File: config.mk
export PLATFORM = sky130hd
export DESIGN_NAME = sync_serial_master_tx
export DESIGN_NICKNAME = d
export VERILOG_FILES = /design/src/core/sstx_pkg.sv /design/src/core/sstx_half_tick.sv /design/src/core/sync_serial_master_tx.sv
export SDC_FILE = /design/constraint.sdc
export NUM_CORES = 1
export LEC_CHECK = 0
export ABC_AREA = 1
export ABC_CLOCK_PERIOD_IN_PS = 5100
export BUFFER_PORTS_ARGS = -buffer_cell sky130_fd_sc_hd__buf_4
export CORE_AREA = 2 2 112 114
export CTS_CLUSTER_SIZE = 24
export DETAILED_ROUTE_END_ITERATION = 8
export DIE_AREA = 0 0 114 116
export PLACE_DENSITY = 0.51
export SLEW_MARGIN = 20
export SYNTH_ARGS = -nofsm -noshare
export SYNTH_HDL_FRONTEND = slang
export SYNTH_SLANG_ARGS = --single-unit
File: constraint.sdc
create_clock -name core_clk_i -period 5.1 [get_ports core_clk_i]
set_input_delay 0.51 -clock core_clk_i [delete_from_list [all_inputs] [get_ports core_clk_i]]
set_output_delay 0.51 -clock core_clk_i [all_outputs]
set_load 0.005 [all_outputs]
File: src/core/sstx_pkg.sv
// Purpose: shared constants for the synchronous serial master transmitter
// Assumes: core clock 100 MHz, base bit rate 10 MHz, serial clock = base rate / 4
// Notes:   serial clock idles high, data changes on odd edges, sampled on even edges
package sstx_pkg;

  localparam int unsigned CORE_CLK_HZ    = 100_000_000;
  localparam int unsigned BASE_RATE_HZ   = 10_000_000;
  localparam int unsigned SCLK_DIVIDE    = 4;
  localparam int unsigned BASE_CYCLES    = CORE_CLK_HZ / BASE_RATE_HZ;
  // one serial clock half period, in core cycles (20 at the defaults)
  localparam int unsigned HALF_CYCLES    = (BASE_CYCLES * SCLK_DIVIDE) / 2;
  localparam int unsigned DATA_BITS      = 8;
  localparam int unsigned FRAME_MAX_BITS = DATA_BITS + 1;
  // lead and negation delays: one serial clock each, counted in half periods
  localparam logic [4:0]  LEAD_EDGES     = 5'h02;
  localparam logic [4:0]  TAIL_EDGES     = 5'h02;
  // next access delay: one serial clock plus two core cycles
  localparam int unsigned GAP_EXTRA      = 2;
  localparam logic [7:0]  GAP_CYCLES     = 8'(2 * HALF_CYCLES + GAP_EXTRA);
  localparam logic        SCLK_IDLE      = 1'b1;
  localparam logic        MOSI_IDLE      = 1'b1;

  typedef enum logic [2:0] {
    ST_IDLE,
    ST_LEAD,
    ST_SHIFT,
    ST_TAIL,
    ST_GAP
  } link_state_t;

endpackage

File: src/core/sstx_half_tick.sv
// Purpose: serial clock half period enable pulse
// Assumes: run_i low resets the count so the first half period is full length
// Notes:   one clock domain; tick_o is a one-cycle enable
`timescale 1ns/100ps
module sstx_half_tick #(
  parameter int unsigned HALF = 20
) (
  input  wire logic core_clk_i,
  input  wire logic nrst_i,
  input  wire logic run_i,
  output logic      tick_o
);

  logic [7:0] cnt_q;
  logic [7:0] cnt_d;
  logic       tick_d;
  logic       tick_q;

  always_comb begin
    cnt_d  = 8'h00;
    tick_d = 1'b0;
    if (run_i) begin
      if (cnt_q == 8'(HALF - 1)) begin
        tick_d = 1'b1;
      end else begin
        cnt_d = cnt_q + 8'h01;
      end
    end
  end

  always_ff @(posedge core_clk_i or negedge nrst_i) begin
    if (!nrst_i) begin
      cnt_q  <= 8'h00;
      tick_q <= 1'b0;
    end else begin
      cnt_q  <= cnt_d;
      tick_q <= tick_d;
    end
  end

  assign tick_o = tick_q & run_i;

endmodule

File: src/core/sync_serial_master_tx.sv
// Purpose: three-wire clock-synchronous serial master transmitter
// Assumes: processor side runs on core_clk_i; no pin is sampled from outside
// Notes:   own line is looped back into the receive path so error flags have data
`timescale 1ns/100ps
// Behaviour
// - three-wire master: serial clock, master-out data and slave select, no receive pin
// - master-out data changes on odd serial clock edges of a frame
// - data is sampled on even serial clock edges
// - serial clock line held high whenever no transfer runs
// - all slave select outputs negated when a transfer completes
// - overrun flag set when previous unread byte is overwritten by a newly received one
// - parity flag set when received parity does not match
// - underrun flag exists, meaningful only as slave, so stays zero here
module sync_serial_master_tx
  import sstx_pkg::*;
(
  input  wire logic       core_clk_i,
  input  wire logic       nrst_i,
  input  wire logic       module_enable_i,
  input  wire logic       parity_enable_i,
  input  wire logic       tx_irq_enable_i,
  input  wire logic       rx_irq_enable_i,
  input  wire logic       idle_irq_enable_i,
  input  wire logic       error_irq_enable_i,
  input  wire logic [7:0] tx_data_i,
  input  wire logic       tx_write_i,
  input  wire logic       rx_read_i,
  input  wire logic       flag_clear_i,
  output logic            serial_clock_line_o,
  output logic            mosi_o,
  output logic            slave_select_line_n_o,
  output logic [7:0]      rx_data_o,
  output logic            overrun_error_flag_o,
  output logic            parity_error_flag_o,
  output logic            underrun_error_flag_o,
  output logic            transmit_empty_interrupt_o,
  output logic            receive_full_interrupt_o,
  output logic            idle_interrupt_o,
  output logic            error_interrupt_o
);

  link_state_t state_q, state_d;
  logic [4:0]  edge_q, edge_d;
  logic [7:0]  gap_q, gap_d;
  logic        sclk_q, sclk_d;
  logic        mosi_q, mosi_d;
  logic        ssel_n_q, ssel_n_d;
  logic [8:0]  tx_shift_q, tx_shift_d;
  logic [8:0]  rx_shift_q, rx_shift_d;
  logic [7:0]  tx_buf_q, tx_buf_d;
  logic        tx_full_q, tx_full_d;
  logic [7:0]  rx_data_q, rx_data_d;
  logic        rx_full_q, rx_full_d;
  logic        par_q, par_d;
  logic        ovr_q, ovr_d;
  logic        per_q, per_d;
  logic        done_q, done_d;
  logic [7:0]  low_run_q, low_run_d;
  logic        tick;
  logic        run;

  function automatic logic [4:0] frame_edges(input logic with_par);
    frame_edges = with_par ? 5'(2 * FRAME_MAX_BITS) : 5'(2 * DATA_BITS);
  endfunction

  assign run = (state_q == ST_LEAD) || (state_q == ST_SHIFT) || (state_q == ST_TAIL);

  sstx_half_tick #(
    .HALF (HALF_CYCLES)
  ) u_half_tick (
    .core_clk_i (core_clk_i),
    .nrst_i     (nrst_i),
    .run_i      (run),
    .tick_o     (tick)
  );

  always_comb begin
    state_d    = state_q;
    edge_d     = edge_q;
    gap_d      = gap_q;
    sclk_d     = sclk_q;
    mosi_d     = mosi_q;
    ssel_n_d   = ssel_n_q;
    tx_shift_d = tx_shift_q;
    rx_shift_d = rx_shift_q;
    tx_buf_d   = tx_buf_q;
    tx_full_d  = tx_full_q;
    rx_data_d  = rx_data_q;
    rx_full_d  = rx_full_q;
    par_d      = par_q;
    ovr_d      = ovr_q;
    per_d      = per_q;
    done_d     = 1'b0;
    // low time of the serial clock, kept for the half period check
    low_run_d  = sclk_q ? 8'h00 : low_run_q + 8'h01;
    // processor side: write refills buffer, read empties receive slot
    if (tx_write_i) begin
      tx_buf_d  = tx_data_i;
      tx_full_d = 1'b1;
    end
    if (rx_read_i) begin
      rx_full_d = 1'b0;
    end
    if (flag_clear_i) begin
      ovr_d = 1'b0;
      per_d = 1'b0;
    end
    case (state_q)
      ST_IDLE: begin
        sclk_d   = SCLK_IDLE;
        ssel_n_d = 1'b1;
        if (module_enable_i && tx_full_q) begin
          tx_shift_d = {tx_buf_q, ^tx_buf_q};
          par_d      = parity_enable_i;
          tx_full_d  = tx_write_i;
          ssel_n_d   = 1'b0;
          edge_d     = 5'h00;
          state_d    = ST_LEAD;
        end
      end
      ST_LEAD: begin
        if (tick) begin
          edge_d = edge_q + 5'h01;
          if (edge_q + 5'h01 == LEAD_EDGES) begin
            edge_d  = 5'h00;
            state_d = ST_SHIFT;
          end
        end
      end
      ST_SHIFT: begin
        if (tick) begin
          edge_d = edge_q + 5'h01;
          if (!edge_q[0]) begin
            sclk_d     = 1'b0;
            mosi_d     = tx_shift_q[8];
            tx_shift_d = {tx_shift_q[7:0], 1'b0};
          end else begin
            sclk_d     = 1'b1;
            rx_shift_d = {rx_shift_q[7:0], mosi_q};
            if (edge_q + 5'h01 == frame_edges(par_q)) begin
              done_d  = 1'b1;
              edge_d  = 5'h00;
              state_d = ST_TAIL;
            end
          end
        end
      end
      ST_TAIL: begin
        if (tick) begin
          edge_d = edge_q + 5'h01;
          if (edge_q + 5'h01 == TAIL_EDGES) begin
            ssel_n_d = 1'b1;
            gap_d    = 8'h00;
            state_d  = ST_GAP;
          end
        end
      end
      ST_GAP: begin
        gap_d = gap_q + 8'h01;
        if (gap_q + 8'h01 == GAP_CYCLES) begin
          state_d = ST_IDLE;
        end
      end
      default: begin
        state_d = ST_IDLE;
      end
    endcase
    // receive slot; set of a flag wins over a clear in the same cycle
    if (done_q) begin
      rx_data_d = par_q ? rx_shift_q[8:1] : rx_shift_q[7:0];
      rx_full_d = 1'b1;
      if (rx_full_q && !rx_read_i) begin
        ovr_d = 1'b1;
      end
      if (par_q && (^rx_shift_q)) begin
        per_d = 1'b1;
      end
    end
    // leaving enable aborts at once with clock and select lines back at idle
    if (!module_enable_i) begin
      state_d  = ST_IDLE;
      sclk_d   = SCLK_IDLE;
      ssel_n_d = 1'b1;
      done_d   = 1'b0;
    end
  end

  always_ff @(posedge core_clk_i or negedge nrst_i) begin
    if (!nrst_i) begin
      state_q    <= ST_IDLE;
      edge_q     <= 5'h00;
      gap_q      <= 8'h00;
      sclk_q     <= SCLK_IDLE;
      mosi_q     <= MOSI_IDLE;
      ssel_n_q   <= 1'b1;
      tx_shift_q <= 9'h000;
      rx_shift_q <= 9'h000;
      tx_buf_q   <= 8'h00;
      tx_full_q  <= 1'b0;
      rx_data_q  <= 8'h00;
      rx_full_q  <= 1'b0;
      par_q      <= 1'b0;
      ovr_q      <= 1'b0;
      per_q      <= 1'b0;
      done_q     <= 1'b0;
      low_run_q  <= 8'h00;
    end else begin
      state_q    <= state_d;
      edge_q     <= edge_d;
      gap_q      <= gap_d;
      sclk_q     <= sclk_d;
      mosi_q     <= mosi_d;
      ssel_n_q   <= ssel_n_d;
      tx_shift_q <= tx_shift_d;
      rx_shift_q <= rx_shift_d;
      tx_buf_q   <= tx_buf_d;
      tx_full_q  <= tx_full_d;
      rx_data_q  <= rx_data_d;
      rx_full_q  <= rx_full_d;
      par_q      <= par_d;
      ovr_q      <= ovr_d;
      per_q      <= per_d;
      done_q     <= done_d;
      low_run_q  <= low_run_d;
    end
  end

  // only clock, data and select lines leave the block; receive is the own line looped back
  assign serial_clock_line_o   = sclk_q;
  assign mosi_o                = mosi_q;
  assign slave_select_line_n_o = ssel_n_q;
  assign rx_data_o             = rx_data_q;
  assign overrun_error_flag_o  = ovr_q;
  assign parity_error_flag_o   = per_q;
  // master only: data is never missing when needed, so this reads zero
  assign underrun_error_flag_o = 1'b0;
  // pacing by empty buffer; the processor refills it from this interrupt
  assign transmit_empty_interrupt_o = tx_irq_enable_i & module_enable_i & ~tx_full_q;
  assign receive_full_interrupt_o   = rx_irq_enable_i & rx_full_q;
  assign idle_interrupt_o = idle_irq_enable_i & (state_q == ST_IDLE) & ~tx_full_q;
  assign error_interrupt_o = error_irq_enable_i & (ovr_q | per_q);
endmodule

# --- Word level (Yosys, flattened, before mapping) ---
# Index checks and enable logic that the tools add are counted.
word_totals:
  input_bits: 19
  latchBits: 0
  romBits: 0
  output_inout_bits: 18
  mem_bits_rw: 0
  n_memories: 0
  wordCells: 135
  ff_bits: 68
op_classes:
  n_mux: 57
  div: 0
  addsub: 3
  n_lt_le_gt_ge: 0
  n_bitwise: 10
  n_eq_ne: 25
  shifts: 0
  reduce_logical: 22
  multipliers: 0
ops:
  columns: ["op", "n"]
  rows:
  - ["2-to-1 mux 8 bit", 5]
  - ["2-to-1 mux 5 bit", 7]
  - ["2-to-1 mux 3 bit", 10]
  - ["2-to-1 mux 9 bit", 3]
  - ["2-to-1 mux 1 bit", 25]
  - ["case mux 5 bit (4 select lines)", 1]
  - ["!= test 3 bit (second input constant)", 6]
  - ["case mux 9 bit (2 select lines)", 1]
  - ["adder 8 x 1 -> 8 bit (second input constant)", 2]
  - ["case mux 8 bit (2 select lines)", 1]
  - ["case mux 3 bit (5 select lines)", 1]
  - ["AND reduction 3 bit", 4]
  - ["!= test 2 bit (second input constant)", 5]
  - ["!= test 3 x 2 -> 1 bit (second input constant)", 3]
  - ["AND reduction 9 bit", 1]
  - ["parity 9 bit", 1]
  - ["equality test 8 x 5 -> 1 bit (second input constant)", 1]
  - ["equality test 8 x 6 -> 1 bit (second input constant)", 1]
  - ["parity 8 bit", 1]
  - ["AND 1 bit", 7]
  - ["equality test 3 x 2 -> 1 bit (second input constant)", 2]
  - ["!= test 3 x 1 -> 1 bit (second input constant)", 2]
  - ["nonzero test 2 bit", 3]
  - ["adder 5 x 1 -> 5 bit (second input constant)", 1]
  - ["17 further kinds", 23]

# --- Logic depth before layout (Yosys ltp) ---
depth:
  depth_word: 7
  mapped_depth: 14
  depth_no_buf: 14

# --- Modules after synthesis ---
# Synthesis repeated with hierarchy kept, for this count alone.
hier_totals:
  hier_cells: 410
  area_unflattened_um2: 3469.6
by_module_without_submodules:
  columns: ["mod", "cells_per_inst", "seq_area_each_um2", "n_inst", "area_per_inst_um2"]
  rows:
  - ["sync_serial_master_tx", 356, 1480.2, 1, 3029.2]
  - ["sstx_half_tick", 54, 225.2, 1, 440.4]

# --- Worst setup path after synthesis ---
# OpenSTA, ideal clock, no wires.
synth_timing:
  kind: "register to register"
  start: "register edge_q[0]"
  end: "register state_q[1]"
  path_stages_with_launch: 12
  arrival_ns: 1.572
  t_required_ns: 4.983
  period_less_slack_ns: 1.689
  n_path_buf: 0
  setup_ns: 0.117
  path_slack_ns: 3.411
  path_cell_list: "dfrtp_1 > ha_1 > xnor2_1 > nand3_1 > nor2_1 > nor2_1 > nor2_1 > nand2_1 > nand2_1 > nand2_1 > nand2_1 > nand2_1"
synth_via:
  elab_chain_len: 4
  elab_cells_between_ends: 8
  classes_between: "1 x add/sub; 6 x eq/ne; 1 x reduce/logical"
synth_rtl:
  columns: ["item", "line", "rtl"]
  rows:
  - ["start, declared", "sync_serial_master_tx.sv:43", "logic [4:0] edge_q, edge_d;"]
  - ["start signal, assigned", "sync_serial_master_tx.sv:209", "edge_q <= edge_d;"]
  - ["adder 5 x 1 -> 5 bit", "sync_serial_master_tx.sv:124, sync_serial_master_tx.sv:140, sync_serial_master_tx.sv:151", null]
  - ["equality test 5 x 2 -> 1 bit or equality test 5 bit (tied branches)", "sync_serial_master_tx.sv:124, sync_serial_master_tx.sv:151, sync_serial_master_tx.sv:140", null]
  - ["!= test 3 x 2 -> 1 bit (no source line)", null, null]
  - ["AND reduction 9 bit (no source line) (*)", null, null]
  - ["end signal, assigned", "sync_serial_master_tx.sv:208", "state_q <= state_d;"]
  - ["end, declared", "sync_serial_master_tx.sv:42", "link_state_t state_q, state_d;"]
# Mark *: on every way between the ends. The rest lies on a longest branch, timed or not.
# A chain may end at the register's enable or synchronous reset.

# --- Final worst setup path ---
layout_timing:
  start: "register state_q[2]"
  end: "register tx_shift_q[3]"
layout_via:
  elab_chain_len: 6
  elab_cells_between_ends: 13
  classes_between: "6 x eq/ne; 1 x mux; 1 x bitwise; 5 x reduce/logical"
layout_rtl:
  columns: ["item", "line", "rtl"]
  rows:
  - ["equality test 3 x 1 -> 1 bit or equality test 3 x 2 -> 1 bit (tied branches)", "sync_serial_master_tx.sv:66, sync_serial_master_tx.sv:108", null]
  - ["logical OR 1 bit (2 in series)", "sync_serial_master_tx.sv:66", "assign run = (state_q == ST_LEAD) || (state_q == ST_SHIFT) || (state_q == ST_TAIL);"]
  - ["AND 1 bit", "sstx_half_tick.sv:41", "assign tick_o = tick_q & run_i;"]
  - ["!= test 2 bit (no source line)", null, null]
  - ["AND reduction 4 bit (no source line)", null, null]
  - ["end signal, assigned", "sync_serial_master_tx.sv:214", "tx_shift_q <= tx_shift_d;"]
  - ["end, declared", "sync_serial_master_tx.sv:48", "logic [8:0] tx_shift_q, tx_shift_d;"]
# Several ways; a longest one is shown, not always the timed one.

==> results.txt <==
----------------------------------------------------
[Run status]
  Result of the run ... complete, no violations

[Setup path]
  Critical path class ... register to register
  Crit Reg-Reg Startpoint ... state_q[2]
  Timing startpoint of the critical path ... state_q[2]
  Data required time of the worst path ... 5340 ps
  Worst stage delay on the critical path ... about 600 ps
  Arrival time of the worst setup path ... ~2500 ps
  Sum of buffers and inverters on the critical path ... 1
  Worst reg-to-reg setup slack ... 2810 ps
  CP max stage cell ... sky130_fd_sc_hd__nor2_2
  Worst Setup End Kind ... register
  Worst path depth ... 7
  Capture instance of the worst register-to-register path ... tx_shift_q[3]
  CP endpoint ... tx_shift_q[3]
  Crit-path max FO ... 21
  R2R cell count ... 7
  Kind of start point of the critical path ... register
  Top Family by Delay on Critical Path ... simple AND/OR/NAND/NOR gates
  Cells along the critical path ... inv_2 > nand2_2 > nor2_2 > nand2_1 > a21oi_4 > o211ai_1 > o21ai_0

[Clocking]
  Clock transition time at the flip-flop clock pins of the worst setup and hold paths ... roughly 60 ps
  Level count of the clock H-tree ... 3
  CTS buffer count ... 9
  Root buffer cell ... sky130_fd_sc_hd__clkbuf_16
  Total number of clock tree sinks ... 68
  TritonCTS clock tree ... done
  Post-cts hold buffer count ... 0
  Count of buffers added by post-CTS timing repair for setup ... 0
  Clk_lat worst skew ... about 330 ps
  Clock buffer depth ... 2
  Quantity of gates resized following cts ... 0

[Floorplan]
  Die W ... 114 µm
  Floorplan Core Area ... 11900 µm²
  Floorplan die area ... ~13000 µm²
  Overall die height ... roughly 120 µm
  Number of standard-cell rows in the floorplan ... 40
  Initial Util ... between 20% and 30%
  Num ports ... 37

[Global route]
  Remaining global-route overflow ... 0
  Global-route wire length before repair ... 12900 µm
  Initial antenna violation count ... 0
  Number of global-route vias before repair ... between 2000 and 3000
  Overall global routing resource usage ... roughly an eighth
  Pin count of the biggest net entering global routing ... 69

[STA]
  Min Clock Period, post-route ... between 2000 and 2500 ps
  Max-slew violation count ... 0
  TNS Setup ... 0 ps
  Final setup violation count ... 0
  Setup repair after global routing missed its margin ... no
  Final worst-path cycle share ... 45.0%
  Final worst setup slack ... around 2800 ps
  Hold violation total from the final report ... 0
  Slew Limit Headroom ... between 40% and 50%
  Slew at the pin with the worst max-slew slack ... between 800 and 900 ps
  Max Clock Skew ... 7.13 ps
  FMAX ... about 0.44 GHz

[Logic synthesis]
  Mapped Cells ... between 400 and 500
  Post-Synthesis Mean Instance Area ... around 8.3 µm²
  Post-Synthesis Cell Area ... about 3500 µm²
  Mapped Nets ... approximately 450
  Synth warnings ... 0
  Share of the synthesized area in the top cell type ... 46.3%
  Cell types occupying the most area after synthesis ... sky130_fd_sc_hd__dfrtp_1, sky130_fd_sc_hd__nand2_1, sky130_fd_sc_hd__o21ai_0, sky130_fd_sc_hd__nor2_1, sky130_fd_sc_hd__inv_1
  Count of cell types in the netlist ... 40
  Synth Register Bits ... between 60 and 70
  Library cell occupying the most area in the post-synthesis netlist ... sky130_fd_sc_hd__dfrtp_1
  Part of the Yosys area used for sequential elements ... about 50%

[Finish]
  Sequential cell area ... 1710 µm²
  Layout cells sized above 1 ... between 10% and 20%
  Layout net count ... 482
  Area used by multi-input combinational logic ... around 1500 µm²
  Area of all placed cells without fillers ... about 4200 µm²
  Antenna cells ... 0
  Count of filler cells inserted in the layout ... between 1000 and 1500
  Growth of design area from synthesis to finish ... 19.4%

[Placement]
  HPWL reported at the end of detailed placement ... roughly 5300 µm
  Final GP Congestion ... approximately 0.89
  Count of input and output buffers ... 35
  Placement-stage worst setup slack ... ~2800 ps
  Cell area after placement ... slightly below 4000 µm²

[Route]
  Detailed Route Iter0 Violations ... roughly 140
  Detail-routed via count per cell ... 4.60
  Vias post-DR ... 2803
  Antenna-violating nets left ... 0
  Number of design rule violations left after detail routing ... 0
  Wire per inst ... approximately 12 µm
  Initial DRT Pass Iterations ... 4
  Total length of routed wires ... roughly 7400 µm

[Power]
  PwrDens ... 424 nW/µm²
  Maximum resistive drop on vdd ... between 200 and 250 µV
  Leakage power summed over all cells ... 1.91 nW

[Run]
  Number of max-cap violations ... 0

[Worst hold path]
  Class of the worst hold path ... primary input to asynchronous set/reset pin

----------------------------------------------------
[metal layers]
metal / up-vias / part of all wire, % / GRT usage, %
met5: - / 0 / 0
met3: 12 / 3.6 / 3.19
met4: 0 / 1.6 / 4.96
li1: 1445 / - / -
met1: 1301 / 49 / 16.2
met2: 45 / 46 / 19.2
[cell usage after synthesis (all sizes together)]
cell type  instances
o21a               1
dfstp              3
xnor2             14
o21bai             1
nor2              56
nand3b             1
xor2               3
clkbuf             4
o21ai             48
nor4               2
and3               1
conb               1
buf                5
mux2               8
a21oi             15
a31oi              1
nand4              6
nand3             18
o211ai             8
nor3               5
inv               54
dfrtp             65
ha                 5
nand2             88
clkinv             2
o22ai              6
[area by class of cell]
| cell class | instances | share of cell area [%] |
|---|---|---|
| Multi-Input combinational cell | 288 | 36.7 |
| Inverter | 56 | 5.01 |
| Clock inverter | 5 | 0.866 |
| Sequential cell | 68 | 40.7 |
| Timing Repair Buffer | 35 | 6.27 |
| Clock buffer | 11 | 6.03 |
| Tap cell | 147 | 4.39 |
[state kept, by name, indices dropped and copies added (netlist names), 3 cells and up]
signal             flops
edge_q                 5
gap_q                  8
rx_data_o              8
rx_shift_q             9
state_q                3
tx_buf_q               8
tx_shift_q             9
u_half_tick.cnt_q      8
[worst min-delay path by stage]
stage	end	slack (ps)	start
after floorplan	done_q	210	nrst_i
after global placement	u_half_tick.cnt_q[0]	450	u_half_tick.cnt_q[0]
after detailed placement	u_half_tick.cnt_q[0]	450	u_half_tick.cnt_q[0]
after CTS	rx_data_o[7]	340	nrst_i
after global routing	parity_error_flag_o	360	flag_clear_i
final	rx_data_o[4]	280	nrst_i
[kinds of logic after synthesis]
logic type               after synthesis  share of synthesized area [%]
AO/OA/AOI/OAI                         80                           12.9
buffers and inverters                 65                           7.56
flip-flops                            68                           48.6
AND/OR/NAND/NOR                      177                           22.3
XOR/XNOR                              17                           4.24
adder cells (fa/ha/maj)                5                           1.78
other                                  1                          0.107
multiplexers                           8                           2.57
[cell usage in the layout (no fill, tap or decap), types with 5 or more instances in the layout]
cell / instances
sky130_fd_sc_hd__dfrtp_1: 65
sky130_fd_sc_hd__a21oi_1: 13
sky130_fd_sc_hd__nand3_1: 17
sky130_fd_sc_hd__nand4_1: 6
sky130_fd_sc_hd__mux2_2: 8
sky130_fd_sc_hd__o211ai_1: 8
sky130_fd_sc_hd__inv_1: 48
sky130_fd_sc_hd__nor2_1: 52
sky130_fd_sc_hd__o22ai_1: 6
sky130_fd_sc_hd__ha_1: 5
sky130_fd_sc_hd__buf_4: 35
sky130_fd_sc_hd__o21ai_1: 7
sky130_fd_sc_hd__o21ai_0: 40
sky130_fd_sc_hd__nand2_1: 85
sky130_fd_sc_hd__xnor2_1: 14
sky130_fd_sc_hd__inv_2: 6
sky130_fd_sc_hd__clkbuf_16: 9
[stage by stage]
| stage | total power, mW | instances | hold slack (ps) | util, % |
|---|---|---|---|---|
| 2_1_floorplan | 1.08 | 421 | 214 | - |
| 3_3_place_gp | 1.19 | 594 | 452 | 32.8 |
| 3_5_place_dp | 1.20 | 594 | 450 | 32.8 |
| 4_1_cts | 1.80 | 610 | 340 | 35.2 |
| 5_1_grt | 1.91 | 610 | 361 | 35.2 |
| 6_report | 1.78 | 610 | 285 | 35.2 |
[worst register-to-register path: cells and delay by family, from the launching register on]
kind	cells	cell delay, ps
flip-flops	1	420
AO/OA/AOI/OAI	3	700
AND/OR/NAND/NOR	3	970
buffers and inverters	1	130
[power by group]
| part | internal (mW) | switching, mW | total, mW |
|---|---|---|---|
| clock | 0.355 | 0.236 | 0.591 |
| sequential | 0.622 | 0.0557 | 0.677 |
| combinational | 0.174 | 0.336 | 0.510 |
No activity file was read; power rests on OpenSTA's default activity.
